### config.mk
export PLATFORM = sky130hd
export DESIGN_NAME = pcl_loader
export DESIGN_NICKNAME = d
export VERILOG_FILES = /design/src/include/pcl_pkg.sv /design/src/core/pcl_loader.sv /design/src/core/pcl_word_mem.sv
export VERILOG_INCLUDE_DIRS = /design/src /design/src/include
export SDC_FILE = /design/constraint.sdc
export NUM_CORES = 1
export LEC_CHECK = 0
export BUFFER_PORTS_ARGS = -buffer_cell sky130_fd_sc_hd__buf_2
export CAP_MARGIN = 20
export CORE_MARGIN = 1
export CORE_UTILIZATION = 52
export CTS_CLUSTER_DIAMETER = 120
export DETAILED_ROUTE_END_ITERATION = 10
export GPL_TIMING_DRIVEN = 1
export HOLD_SLACK_MARGIN = 0.03
export PLACE_DENSITY = 0.74
export SLEW_MARGIN = 20
export SYNTH_ARGS = -nofsm -noshare
export SYNTH_HDL_FRONTEND = slang
export SYNTH_SLANG_ARGS = --single-unit
### constraint.sdc
create_clock -name mclk -period 6.55 [get_ports mclk]
set_clock_uncertainty 0.15 [all_clocks]
set_input_delay 0.9825 -clock mclk [delete_from_list [all_inputs] [get_ports mclk]]
set_output_delay 0.9825 -clock mclk [all_outputs]
set_load 0.005 [all_outputs]
### src/include/pcl_cfg.svh
// constants of the port configuration preload loader
// What this block does
// VC word bits 6:0 load config 15Ch bits 22:16, VC1 highest time slot.
// VC word bits 15:8 load config 160h bits 7:0, TC-to-VC1 map.
// VC words for ports 1 to 5 sit at 102h, 104h, 106h, 108h, 10Ah.
// PM word bits 3:0 load config 98h bits 27:24, L1 option bits.
// PM word bit 4 loads config 244h bit 1, L1.1 software PM support.
// PM word bit 5 loads config 244h bit 3, L1.1 active-state PM support.
// PM word bit 6 loads config 244h bit 4, L1 substates supported.
// PM word bits 15:8 load config 33Ch bits 7:0, link training control.
// PM words for ports 0 to 3 sit at 110h, 112h, 114h, 116h.
// VC word for port 0 sits at 100h with the same layout.
// PM word for port 4 sits at 118h.
// loaded fields count as valid only after all present words are loaded.
// bits without a word mapping, or absent words, keep reset defaults.
`ifndef PCL_CFG_SVH
`define PCL_CFG_SVH
// preload memory word addresses
`define PCL_VC_BASE      9'h100
`define PCL_PM_BASE      9'h110
`define PCL_STRIDE       9'h002
`define PCL_NVC          6
`define PCL_NPM          5
`define PCL_NWORDS       11
// config space targets of the loaded fields
`define PCL_CFG_VC_SLOT  12'h15C
`define PCL_CFG_TC_MAP   12'h160
`define PCL_CFG_L1_OPT   12'h098
`define PCL_CFG_L1_SUB   12'h244
`define PCL_CFG_LTSSM    12'h33C
// reset defaults of the loaded fields
`define PCL_RST_SLOT     7'h00
`define PCL_RST_TCMAP    8'h00
`define PCL_RST_L1OPT    4'h0
`define PCL_RST_LTSSM    8'h00
// register byte offsets on the bus
`define PCL_REG_CTRL     8'h00
`define PCL_REG_STATUS   8'h04
`define PCL_REG_RAW      8'h40
`define PCL_CTRL_RELOAD  0
`define PCL_ST_DONE      0
`define PCL_ST_BUSY      1
`define PCL_ST_MASK_LO   16
`endif

### src/include/pcl_pkg.sv
// types of the port configuration preload loader
`default_nettype none
package pcl_pkg;
  typedef struct packed {
    logic [7:0] tc_vc1_map;
    logic [6:0] vc1_max_slot;
  } pcl_vc_s;
  typedef struct packed {
    logic [7:0] ltssm_ctl;
    logic       l1_substates_supported;
    logic       active_pm_l1_sub1_support;
    logic       sw_pm_l1_sub1_support;
    logic [3:0] l1_power_option_bits;
  } pcl_pm_s;
  typedef enum logic [1:0] {
    PCL_IDLE = 2'b00,
    PCL_REQ  = 2'b01,
    PCL_WAIT = 2'b11,
    PCL_DONE = 2'b10
  } pcl_state_e;
endpackage : pcl_pkg
`default_nettype wire

### src/core/pcl_loader.sv
// preload loader: fetches port config words and exposes them
//
// The Wishbone slave port and the placing of the registers were left to the implementer.
`include "pcl_cfg.svh"
`default_nettype none
module pcl_loader
  import pcl_pkg::*;
(
  input  wire logic        mclk,
  input  wire logic        rst_n,
  // word fetch port toward the serial memory controller
  output var  logic        mem_req_o,
  output var  logic [8:0]  mem_addr_o,
  input  wire logic        mem_ack_i,
  input  wire logic        mem_hit_i,
  input  wire logic [15:0] mem_data_i,
  // classic wishbone slave
  input  wire logic        wb_cyc_i,
  input  wire logic        wb_stb_i,
  input  wire logic        wb_we_i,
  input  wire logic [7:0]  wb_adr_i,
  input  wire logic [3:0]  wb_sel_i,
  input  wire logic [31:0] wb_dat_i,
  output var  logic [31:0] wb_dat_o,
  output var  logic        wb_ack_o,
  // loaded per-port fields
  output var  pcl_vc_s     vc_cfg_o [`PCL_NVC],
  output var  pcl_pm_s     pm_cfg_o [`PCL_NPM],
  output var  logic        cfg_valid_o
);
  localparam int NW = `PCL_NWORDS;

  // word index to memory word address: VC words first, then PM words
  function automatic logic [8:0] word_addr(input logic [3:0] idx);
    if (idx < 4'(`PCL_NVC)) begin
      word_addr = `PCL_VC_BASE + 9'(idx) * `PCL_STRIDE;
    end else begin
      word_addr = `PCL_PM_BASE
                + 9'(idx - 4'(`PCL_NVC)) * `PCL_STRIDE;
    end
  endfunction : word_addr

  // reset image of one port's fields
  function automatic pcl_vc_s vc_default();
    vc_default.vc1_max_slot = `PCL_RST_SLOT;
    vc_default.tc_vc1_map   = `PCL_RST_TCMAP;
  endfunction : vc_default

  function automatic pcl_pm_s pm_default();
    pm_default.l1_power_option_bits      = `PCL_RST_L1OPT;
    pm_default.sw_pm_l1_sub1_support     = 1'b0;
    pm_default.active_pm_l1_sub1_support = 1'b0;
    pm_default.l1_substates_supported    = 1'b0;
    pm_default.ltssm_ctl                 = `PCL_RST_LTSSM;
  endfunction : pm_default

  pcl_state_e      st_r, st_nxt;
  logic [3:0]      idx_r, idx_nxt;
  logic [NW-1:0]   hit_r, hit_nxt;
  logic            valid_r, valid_nxt;
  logic            req_r, req_nxt;
  logic [8:0]      addr_r, addr_nxt;
  pcl_vc_s         vc_r [`PCL_NVC];
  pcl_vc_s         vc_nxt [`PCL_NVC];
  pcl_pm_s         pm_r [`PCL_NPM];
  pcl_pm_s         pm_nxt [`PCL_NPM];
  logic            reload;
  logic            take;
  logic [3:0]      pidx;

  // a fetch completes on the cycle the controller acknowledges
  assign take = (st_r == PCL_WAIT) && mem_ack_i;
  assign pidx = idx_r - 4'(`PCL_NVC);

  // loader sequence and field capture
  always_comb begin
    st_nxt    = st_r;
    idx_nxt   = idx_r;
    hit_nxt   = hit_r;
    valid_nxt = valid_r;
    req_nxt   = req_r;
    addr_nxt  = addr_r;
    vc_nxt    = vc_r;
    pm_nxt    = pm_r;
    unique case (st_r)
      PCL_IDLE: begin
        idx_nxt  = 4'h0;
        hit_nxt  = '0;
        addr_nxt = word_addr(4'h0);
        req_nxt  = 1'b1;
        st_nxt   = PCL_REQ;
      end
      PCL_REQ: begin
        st_nxt = PCL_WAIT;
      end
      PCL_WAIT: begin
        if (take) begin
          if (mem_hit_i) begin
            hit_nxt[idx_r] = 1'b1;
            if (idx_r < 4'(`PCL_NVC)) begin
              vc_nxt[idx_r[2:0]].vc1_max_slot = mem_data_i[6:0];
              vc_nxt[idx_r[2:0]].tc_vc1_map   = mem_data_i[15:8];
            end else begin
              pm_nxt[pidx[2:0]].l1_power_option_bits =
                mem_data_i[3:0];
              pm_nxt[pidx[2:0]].sw_pm_l1_sub1_support =
                mem_data_i[4];
              pm_nxt[pidx[2:0]].active_pm_l1_sub1_support =
                mem_data_i[5];
              pm_nxt[pidx[2:0]].l1_substates_supported =
                mem_data_i[6];
              pm_nxt[pidx[2:0]].ltssm_ctl = mem_data_i[15:8];
            end
          end
          // an absent word leaves the defaults in place
          if (idx_r == 4'(NW - 1)) begin
            req_nxt   = 1'b0;
            valid_nxt = 1'b1;
            st_nxt    = PCL_DONE;
          end else begin
            idx_nxt  = idx_r + 4'h1;
            addr_nxt = word_addr(idx_r + 4'h1);
            st_nxt   = PCL_REQ;
          end
        end
      end
      PCL_DONE: begin
        // a reload restores defaults first so stale words never linger
        if (reload) begin
          valid_nxt = 1'b0;
          for (int i = 0; i < `PCL_NVC; i++) begin
            vc_nxt[i] = vc_default();
          end
          for (int i = 0; i < `PCL_NPM; i++) begin
            pm_nxt[i] = pm_default();
          end
          st_nxt = PCL_IDLE;
        end
      end
    endcase
  end

  // loader registers; reset starts a fresh load
  always_ff @(posedge mclk) begin
    if (!rst_n) begin
      st_r    <= PCL_IDLE;
      idx_r   <= 4'h0;
      hit_r   <= '0;
      valid_r <= 1'b0;
      req_r   <= 1'b0;
      addr_r  <= `PCL_VC_BASE;
      for (int i = 0; i < `PCL_NVC; i++) begin
        vc_r[i] <= vc_default();
      end
      for (int i = 0; i < `PCL_NPM; i++) begin
        pm_r[i] <= pm_default();
      end
    end else begin
      st_r    <= st_nxt;
      idx_r   <= idx_nxt;
      hit_r   <= hit_nxt;
      valid_r <= valid_nxt;
      req_r   <= req_nxt;
      addr_r  <= addr_nxt;
      vc_r    <= vc_nxt;
      pm_r    <= pm_nxt;
    end
  end

  assign mem_req_o   = req_r;
  assign mem_addr_o  = addr_r;
  assign vc_cfg_o    = vc_r;
  assign pm_cfg_o    = pm_r;
  assign cfg_valid_o = valid_r;

  // raw word shadow for software readback
  logic [15:0] raw_rdata;

  pcl_word_mem u_mem (
    .mclk    (mclk),
    .we      (take),
    .waddr   (idx_r),
    .wdata   (mem_hit_i ? mem_data_i : 16'h0000),
    .raddr   (wb_adr_i[5:2]),
    .rdata_r (raw_rdata)
  );

  // bus slave: phase 1 decodes and writes, phase 2 acks with read data
  logic        ph_r, ph_nxt;
  logic        ack_r, ack_nxt;
  logic [31:0] dat_r, dat_nxt;
  logic        hit_raw;
  logic [31:0] status;

  assign hit_raw = (wb_adr_i[7:6] == 2'(`PCL_REG_RAW >> 6))
                && (wb_adr_i[5:2] < 4'(NW));
  assign reload  = ph_r && wb_we_i && wb_sel_i[0]
                && (wb_adr_i == `PCL_REG_CTRL)
                && wb_dat_i[`PCL_CTRL_RELOAD];

  // status word: done, busy, per-word presence mask
  always_comb begin
    status = 32'h0000_0000;
    status[`PCL_ST_DONE] = valid_r;
    status[`PCL_ST_BUSY] = (st_r != PCL_DONE);
    status[`PCL_ST_MASK_LO +: NW] = hit_r;
  end

  always_comb begin
    ph_nxt  = 1'b0;
    ack_nxt = 1'b0;
    dat_nxt = 32'h0000_0000;
    if (wb_cyc_i && wb_stb_i && !ph_r && !ack_r) begin
      ph_nxt = 1'b1;
    end
    if (ph_r) begin
      ack_nxt = 1'b1;
      // unmapped addresses and writes return zero
      if (!wb_we_i) begin
        if (wb_adr_i == `PCL_REG_STATUS) begin
          dat_nxt = status;
        end else if (hit_raw) begin
          dat_nxt = {16'h0000, raw_rdata};
        end
      end
    end
  end

  always_ff @(posedge mclk) begin
    if (!rst_n) begin
      ph_r  <= 1'b0;
      ack_r <= 1'b0;
      dat_r <= 32'h0000_0000;
    end else begin
      ph_r  <= ph_nxt;
      ack_r <= ack_nxt;
      dat_r <= dat_nxt;
    end
  end

  assign wb_ack_o = ack_r;
  assign wb_dat_o = dat_r;
endmodule : pcl_loader
`default_nettype wire

### src/core/pcl_word_mem.sv
// shadow memory of the raw preload words, registered read
`default_nettype none
module pcl_word_mem (
  input  wire logic        mclk,
  input  wire logic        we,
  input  wire logic [3:0]  waddr,
  input  wire logic [15:0] wdata,
  input  wire logic [3:0]  raddr,
  output var  logic [15:0] rdata_r
);
  logic [15:0] mem_r [16];
  logic [15:0] rdata_nxt;

  // read mux, registered below
  always_comb begin
    rdata_nxt = mem_r[raddr];
  end

  // no reset on storage; a word read back before its first fetch is unknown
  always_ff @(posedge mclk) begin
    if (we) begin
      mem_r[waddr] <= wdata;
    end
    rdata_r <= rdata_nxt;
  end
endmodule : pcl_word_mem
`default_nettype wire

Yosys cells after proc, flatten, opt, wreduce, memory -nomap -nowiden
Memory sizes are Yosys's and may differ from the RTL's. A register that Yosys moved wholly into a read port is not among the register bits.
Cells that the tools add are included.
{ "op_classes": {"add_sub_neg": 5, "magnitude_cmp": 9, "n_eq_ne": 14, "n_mux": 61, "bitwise_logic": 6, "reduce_logical": 28} }
{ "op_table": {"columns": ["operator", "n"], "rows": [
  ["$bwmux 75", 5],
  ["$mux 90", 4],
  ["$demux 15 s3", 7],
  ["$mux 75", 4],
  ["$bwmux 90", 2],
  ["$pmux 90 s2", 1],
  ["$pmux 75 s2", 1],
  ["$mux 16", 2],
  ["$mux 15", 2],
  ["$mux 27", 1],
  ["$mux 9", 3],
  ["$mux 11", 2],
  ["$pmux 11 s2", 1],
  ["$pmux 9 s2", 1],
  ["$mux 7", 2],
  ["$logic_and 1x1->1", 12],
  ["$mux 4", 3],
  ["$ne 2x2->1 const B", 6],
  ["$or 11x11->11", 1],
  ["$mux 1", 10],
  ["$reduce_and 5->1", 2],
  ["$add 9x5->9 const A", 1],
  ["$add 9x9->9 const A", 1],
  ["$reduce_and 3->1", 3],
  ["other kinds (32)", 46]
]} }
{ "totals": {"register_bits": 227, "mem_bits_rw": 256, "inputBits": 67, "out_inout_bits": 209, "word_cells": 172, "memories": 1} }
{ "memory_table": {"columns": ["memory", "depth", "width", "read_ports", "rd_clocked_by_memory_dff", "wr", "line_no", "source"], "rows": [
  ["u_mem.mem_r", 16, 16, 1, 1, 1, "pcl_word_mem.sv:11", "logic [15:0] mem_r [16];"]
]} }

Logic depth before layout (Yosys ltp)
{ "logic_depth": {"depth_word": 15, "depth_mapped": 9, "mapped_depth_nobuf": 8} }

Cells and area by module
A second synthesis with hierarchy kept.
{ "hier_totals": {"hier_cells": 1413, "area_unflattened_um2": 18873.1} }
{ "by_module_without_submodules": {"columns": ["module", "instances", "cells_each", "area_each_um2"], "rows": [
  ["pcl_word_mem", 1, 432, 10042.1],
  ["pcl_loader", 1, 981, 8831.0]
]} }

Least setup slack after synthesis
No wires, ideal clock.
{ "synth_timing": {"kind": "input-to-reg", "start": "in wb_adr_i[2]", "end": "reg u_mem.rdata_r[10], read port of u_mem.mem_r", "setup_time_ns": 0.120, "t_arrival_ns": 2.362, "path_slack_ns": 3.919, "cell_stages": 6, "cell_sequence": "buf_2 -> buf_2 -> buf_2 -> mux4_2 -> a22oi_1 -> nand2_1"} }
{ "synth_lines": {"columns": ["element", "line_no", "source"], "rows": [
  ["start: declaration", "pcl_loader.sv:21", "input wire logic [7:0] wb_adr_i,"],
  ["end: declaration", "pcl_word_mem.sv:9", "output var logic [15:0] rdata_r"]
]} }

Worst setup path after layout
{ "layout_timing": {"start": "in wb_adr_i[3]", "end": "reg vc_r, in the netlist vc_cfg_o[75]"} }
{ "layout_via": {"elab_chain_cells": 5} }
{ "layout_lines": {"columns": ["element", "line_no", "source"], "rows": [
  ["$logic_not 8->1 (no line)", null, null],
  ["$logic_and 1x1->1 (2 in a row)", "pcl_loader.sv:197", "assign reload = ph_r && wb_we_i && wb_sel_i[0]"],
  ["$ne 2x2->1 (no line)", null, null],
  ["$reduce_and 5->1 (no line)", null, null],
  ["end signal: indexed assignment", "pcl_loader.sv:153", "vc_r[i] <= vc_default();"],
  ["end signal: assignment", "pcl_loader.sv:165", "vc_r <= vc_nxt;"],
  ["end: declaration", "pcl_loader.sv:63", "pcl_vc_s vc_r [`PCL_NVC];"]
]} }
Every way passes these cells.
A chain may end at the register's enable or synchronous reset.

==> flow_summary.toml <==
[sta]
setup_viol = 0
whs_ps = 273.4
finalHoldViolCount = 0
setup_tns_ps = 0
rsz0062_at_grt = "no"
fmax_mhz = 302.9
relSlewSlack = 0.2592
final_max_slew_viol_count = 0
post-route-period-util = 0.5041
setup_ws_ps = 3248
fin_crit_ps = 3302
tightest_slew_ps = 1106

[grt]
grt_max_degree = 103
antenna_found_initial = 2
grt-ovfl-total = 0
grt_pass1_vias = 11480
grt_use_total = 0.2554
grt_pass1_wl_um = 68770

[run_status]
outcome = "complete, no violations"

[placement]
pre_cts_slack_ps = 2681
place.gp.congestion = 0.8027
port_buffers = 235
place_area_mm2 = 0.01950
dp_cells = 1846
dp_hpwl_um = 27980

[power_and_ir_drop]
p_sw_mw = 1.300
power.share.combinational = 0.039
cellLeakagePower_nw = 7.839
p_int_mw = 4.947
seq_power_share = 0.522
p_sw_frac = 0.2081
power.total_mw = 6.247
p_clk_frac = 0.439
powerDensity_mw_per_mm2 = 296.0
vdd_drop_max_mv = 0.1792

[clock_tree]
cts-buffers-inserted = 48
clk-insertion-delay-late_ps = 550
htreeDepth = 2
cts_resized = 0
postCtsHoldBufs = 0
postCtsSetupRepairBufs = 0
cts-root-buf = "clkbuf_16"
cts.sinks = 491
cts_tree = "built"
clockBufferDepth = 3
clk_pin_slew_ps = 60

[hold_path]
min_path_cells = 1
hold_class = "flop to flop"

[final_layout]
utilization = 0.6231
final_net_count = 1522
drive_above_1_share = 0.2822
final_cells = 1934
area_growth_pct = 16.52
fin_area_mm2 = 0.02110

[synthesis]
ys_seq_area_frac = 0.6842
yosysUniqueCellTypes = 63
syn_area_mm2 = 0.01811
ys_async_sr_fraction = 0
ys_ff_latch = 491
yosys_warnings = 0
netlist_instances = 1242
syn_avg_cell_area_um2 = 14.58
synthFlopType = "edfxtp_1"
synth_edf_count = 256

[critical_path]
crit_fanout = 66
path_buf_inv = 2
crit_chain = "buf_2 > buf_4 > nor3_1 > and4_4 > nor3b_2 > a22o_1"
max_stage_delay_ps = 930
cp-start-kind = "input pin"
setup.worst_path.class = "input pin to flop"
rr_worst_depth = 8
crit_family = "simple AND/OR/NAND/NOR gates"
cp-end-kind = "flop"
cp.arrival_ps = 3650
required_ps = 6900
crit_slowest_cell = "nor3b_2"
cp.depth = 6

[drt]
vias_per_cell = 6.002
wire_per_inst_um = 23.68
drtIter0Drc = 993
remaining_drc_errors = 0
dr.pass1.iters = 5
final_antenna_net_count = 0
wl_um = 45800
vias = 11610

[die]
die_area_mm2 = 0.03558
num_rows = 67
initial_utilization = 0.5348
die_w_um = 188.6
die-height_um = 188.6
pin_count = 276
core-area_mm2 = 0.03387

[run]
drv_cap = 0
## power by group through the flow
stage	Combinational (mW)	Sequential, mW	Clock, mW
after CTS	0.244	3.26	2.77
after floorplan	0.165	3.32	0
after global placement	0.237	3.33	0
after detailed placement	0.243	3.33	0
final	0.246	3.26	2.74
after global routing	0.262	3.26	2.89
## Yosys cell counts, types with 2 or more instances
| library cell | instances | share of area |
|---|---|---|
| a21boi_0 | 3 | 0.0012 |
| a21boi_1 | 3 | 0.0012 |
| a21o_1 | 2 | 0.00083 |
| a21o_2 | 4 | 0.0019 |
| a21oi_1 | 15 | 0.0041 |
| a22o_1 | 8 | 0.0039 |
| a22oi_1 | 32 | 0.013 |
| a31oi_1 | 4 | 0.0014 |
| and2_1 | 45 | 0.016 |
| and3_1 | 5 | 0.0017 |
| and3b_1 | 2 | 0.00097 |
| buf_1 | 4 | 0.00083 |
| buf_2 | 26 | 0.0072 |
| buf_4 | 17 | 0.0070 |
| buf_6 | 5 | 0.0031 |
| clkbuf_1 | 52 | 0.011 |
| dfxtp_1 | 235 | 0.26 |
| edfxtp_1 | 256 | 0.42 |
| ha_1 | 7 | 0.0048 |
| inv_1 | 4 | 0.00083 |
| inv_2 | 2 | 0.00041 |
| mux2i_1 | 2 | 0.0011 |
| mux4_2 | 64 | 0.080 |
| nand2_1 | 112 | 0.023 |
| nand2b_1 | 4 | 0.0014 |
| nand3_1 | 11 | 0.0030 |
| nand3b_1 | 3 | 0.0012 |
| nand4_1 | 62 | 0.021 |
| nor2_1 | 37 | 0.0077 |
| nor2_2 | 2 | 0.00069 |
| nor2b_1 | 6 | 0.0021 |
| nor3_1 | 8 | 0.0022 |
| nor3b_2 | 4 | 0.0028 |
| nor3b_4 | 3 | 0.0031 |
| o21ai_0 | 5 | 0.0014 |
| o22ai_1 | 60 | 0.021 |
| o2bb2ai_1 | 99 | 0.048 |
| or3b_1 | 2 | 0.00097 |
| xor2_1 | 3 | 0.0015 |
## per-layer routing
| layer | vias to the layer above | global-route usage | share of wire |
|---|---|---|---|
| li1 | 5192 | - | - |
| met1 | 5764 | 0.3319 | 0.39 |
| met2 | 555 | 0.4178 | 0.48 |
| met3 | 97 | 0.05997 | 0.089 |
| met4 | 0 | 0.09522 | 0.035 |
| met5 | - | 0 | 0 |
## cell type report
type                       instances  area (um2)
antenna                            1       2.502
clock buffer                      75        1436
inverter                           6       22.52
fill                            2504       12760
tap                              448       560.5
multi-input combinational        645        5202
timing repair buffer             256        1339
sequential                       491       12390
clock inverter                    12       147.6
## cell families after synthesis
kind of cell	synth area share
other	0.0002071
adders and majority gates	0.004836
DFF	0.6842
xor gates and xnor gates	0.001451
muxes	0.08131
AOI/OAI and AO/OA	0.1007
and+or+nand+nor	0.09596
buffers and inverters	0.03129
## placed cells by master (no fill, tap or decap), types with 4 or more instances in the layout
cell type | netlist | final
a21o_2 | 4 | 4
a21oi_1 | 15 | 15
a22o_1 | 8 | 8
a22oi_1 | 32 | 32
a31oi_1 | 4 | 4
and2_1 | 45 | 45
and3_1 | 5 | 5
buf_2 | 26 | 233
buf_4 | 17 | 23
clkbuf_1 | 52 | 13
clkbuf_16 | 0 | 49
clkbuf_8 | 0 | 11
clkinv_2 | 0 | 6
conb_1 | 1 | 6
dfxtp_1 | 235 | 235
edfxtp_1 | 256 | 256
ha_1 | 7 | 7
inv_1 | 4 | 4
mux4_2 | 64 | 64
nand2_1 | 112 | 112
nand3_1 | 11 | 11
nand4_1 | 62 | 62
nor2_1 | 37 | 35
nor2_2 | 2 | 4
nor2b_1 | 6 | 4
nor3_1 | 8 | 8
nor3b_4 | 3 | 5
o21ai_0 | 5 | 5
o22ai_1 | 60 | 60
o2bb2ai_1 | 99 | 99
## worst paths after layout
path | end | slack, ps | start
max | vc_cfg_o[75] | 3250 | wb_adr_i[3]
min | wb_dat_o[15] | 270 | u_mem.rdata_r[15]
max reg2reg | mem_addr_o[5] | 3510 | idx_r[0]
min reg2reg | wb_dat_o[15] | 270 | u_mem.rdata_r[15]
## sequential cells by signal, indices dropped and copies added (netlist names)
name	count
st_r	2
u_mem.rdata_r	16
ph_r	1
hit_r	11
wb_ack_o	1
u_mem.mem_r	256
wb_dat_o	27
mem_req_o	1
mem_addr_o	6
pm_cfg_o	75
vc_cfg_o	90
cfg_valid_o	1
idx_r	4
## worst register-to-register path, delay by kind of cell (launching register included)
| family | cells | cell delay [ps] |
|---|---|---|
| buffers and inverters | 1 | 40 |
| and+or+nand+nor | 1 | 550 |
| AOI/OAI and AO/OA | 1 | 150 |
| xor gates and xnor gates | 1 | 270 |
| adders and majority gates | 4 | 1160 |
| DFF | 1 | 640 |
(Power assumes the default switching activity.)
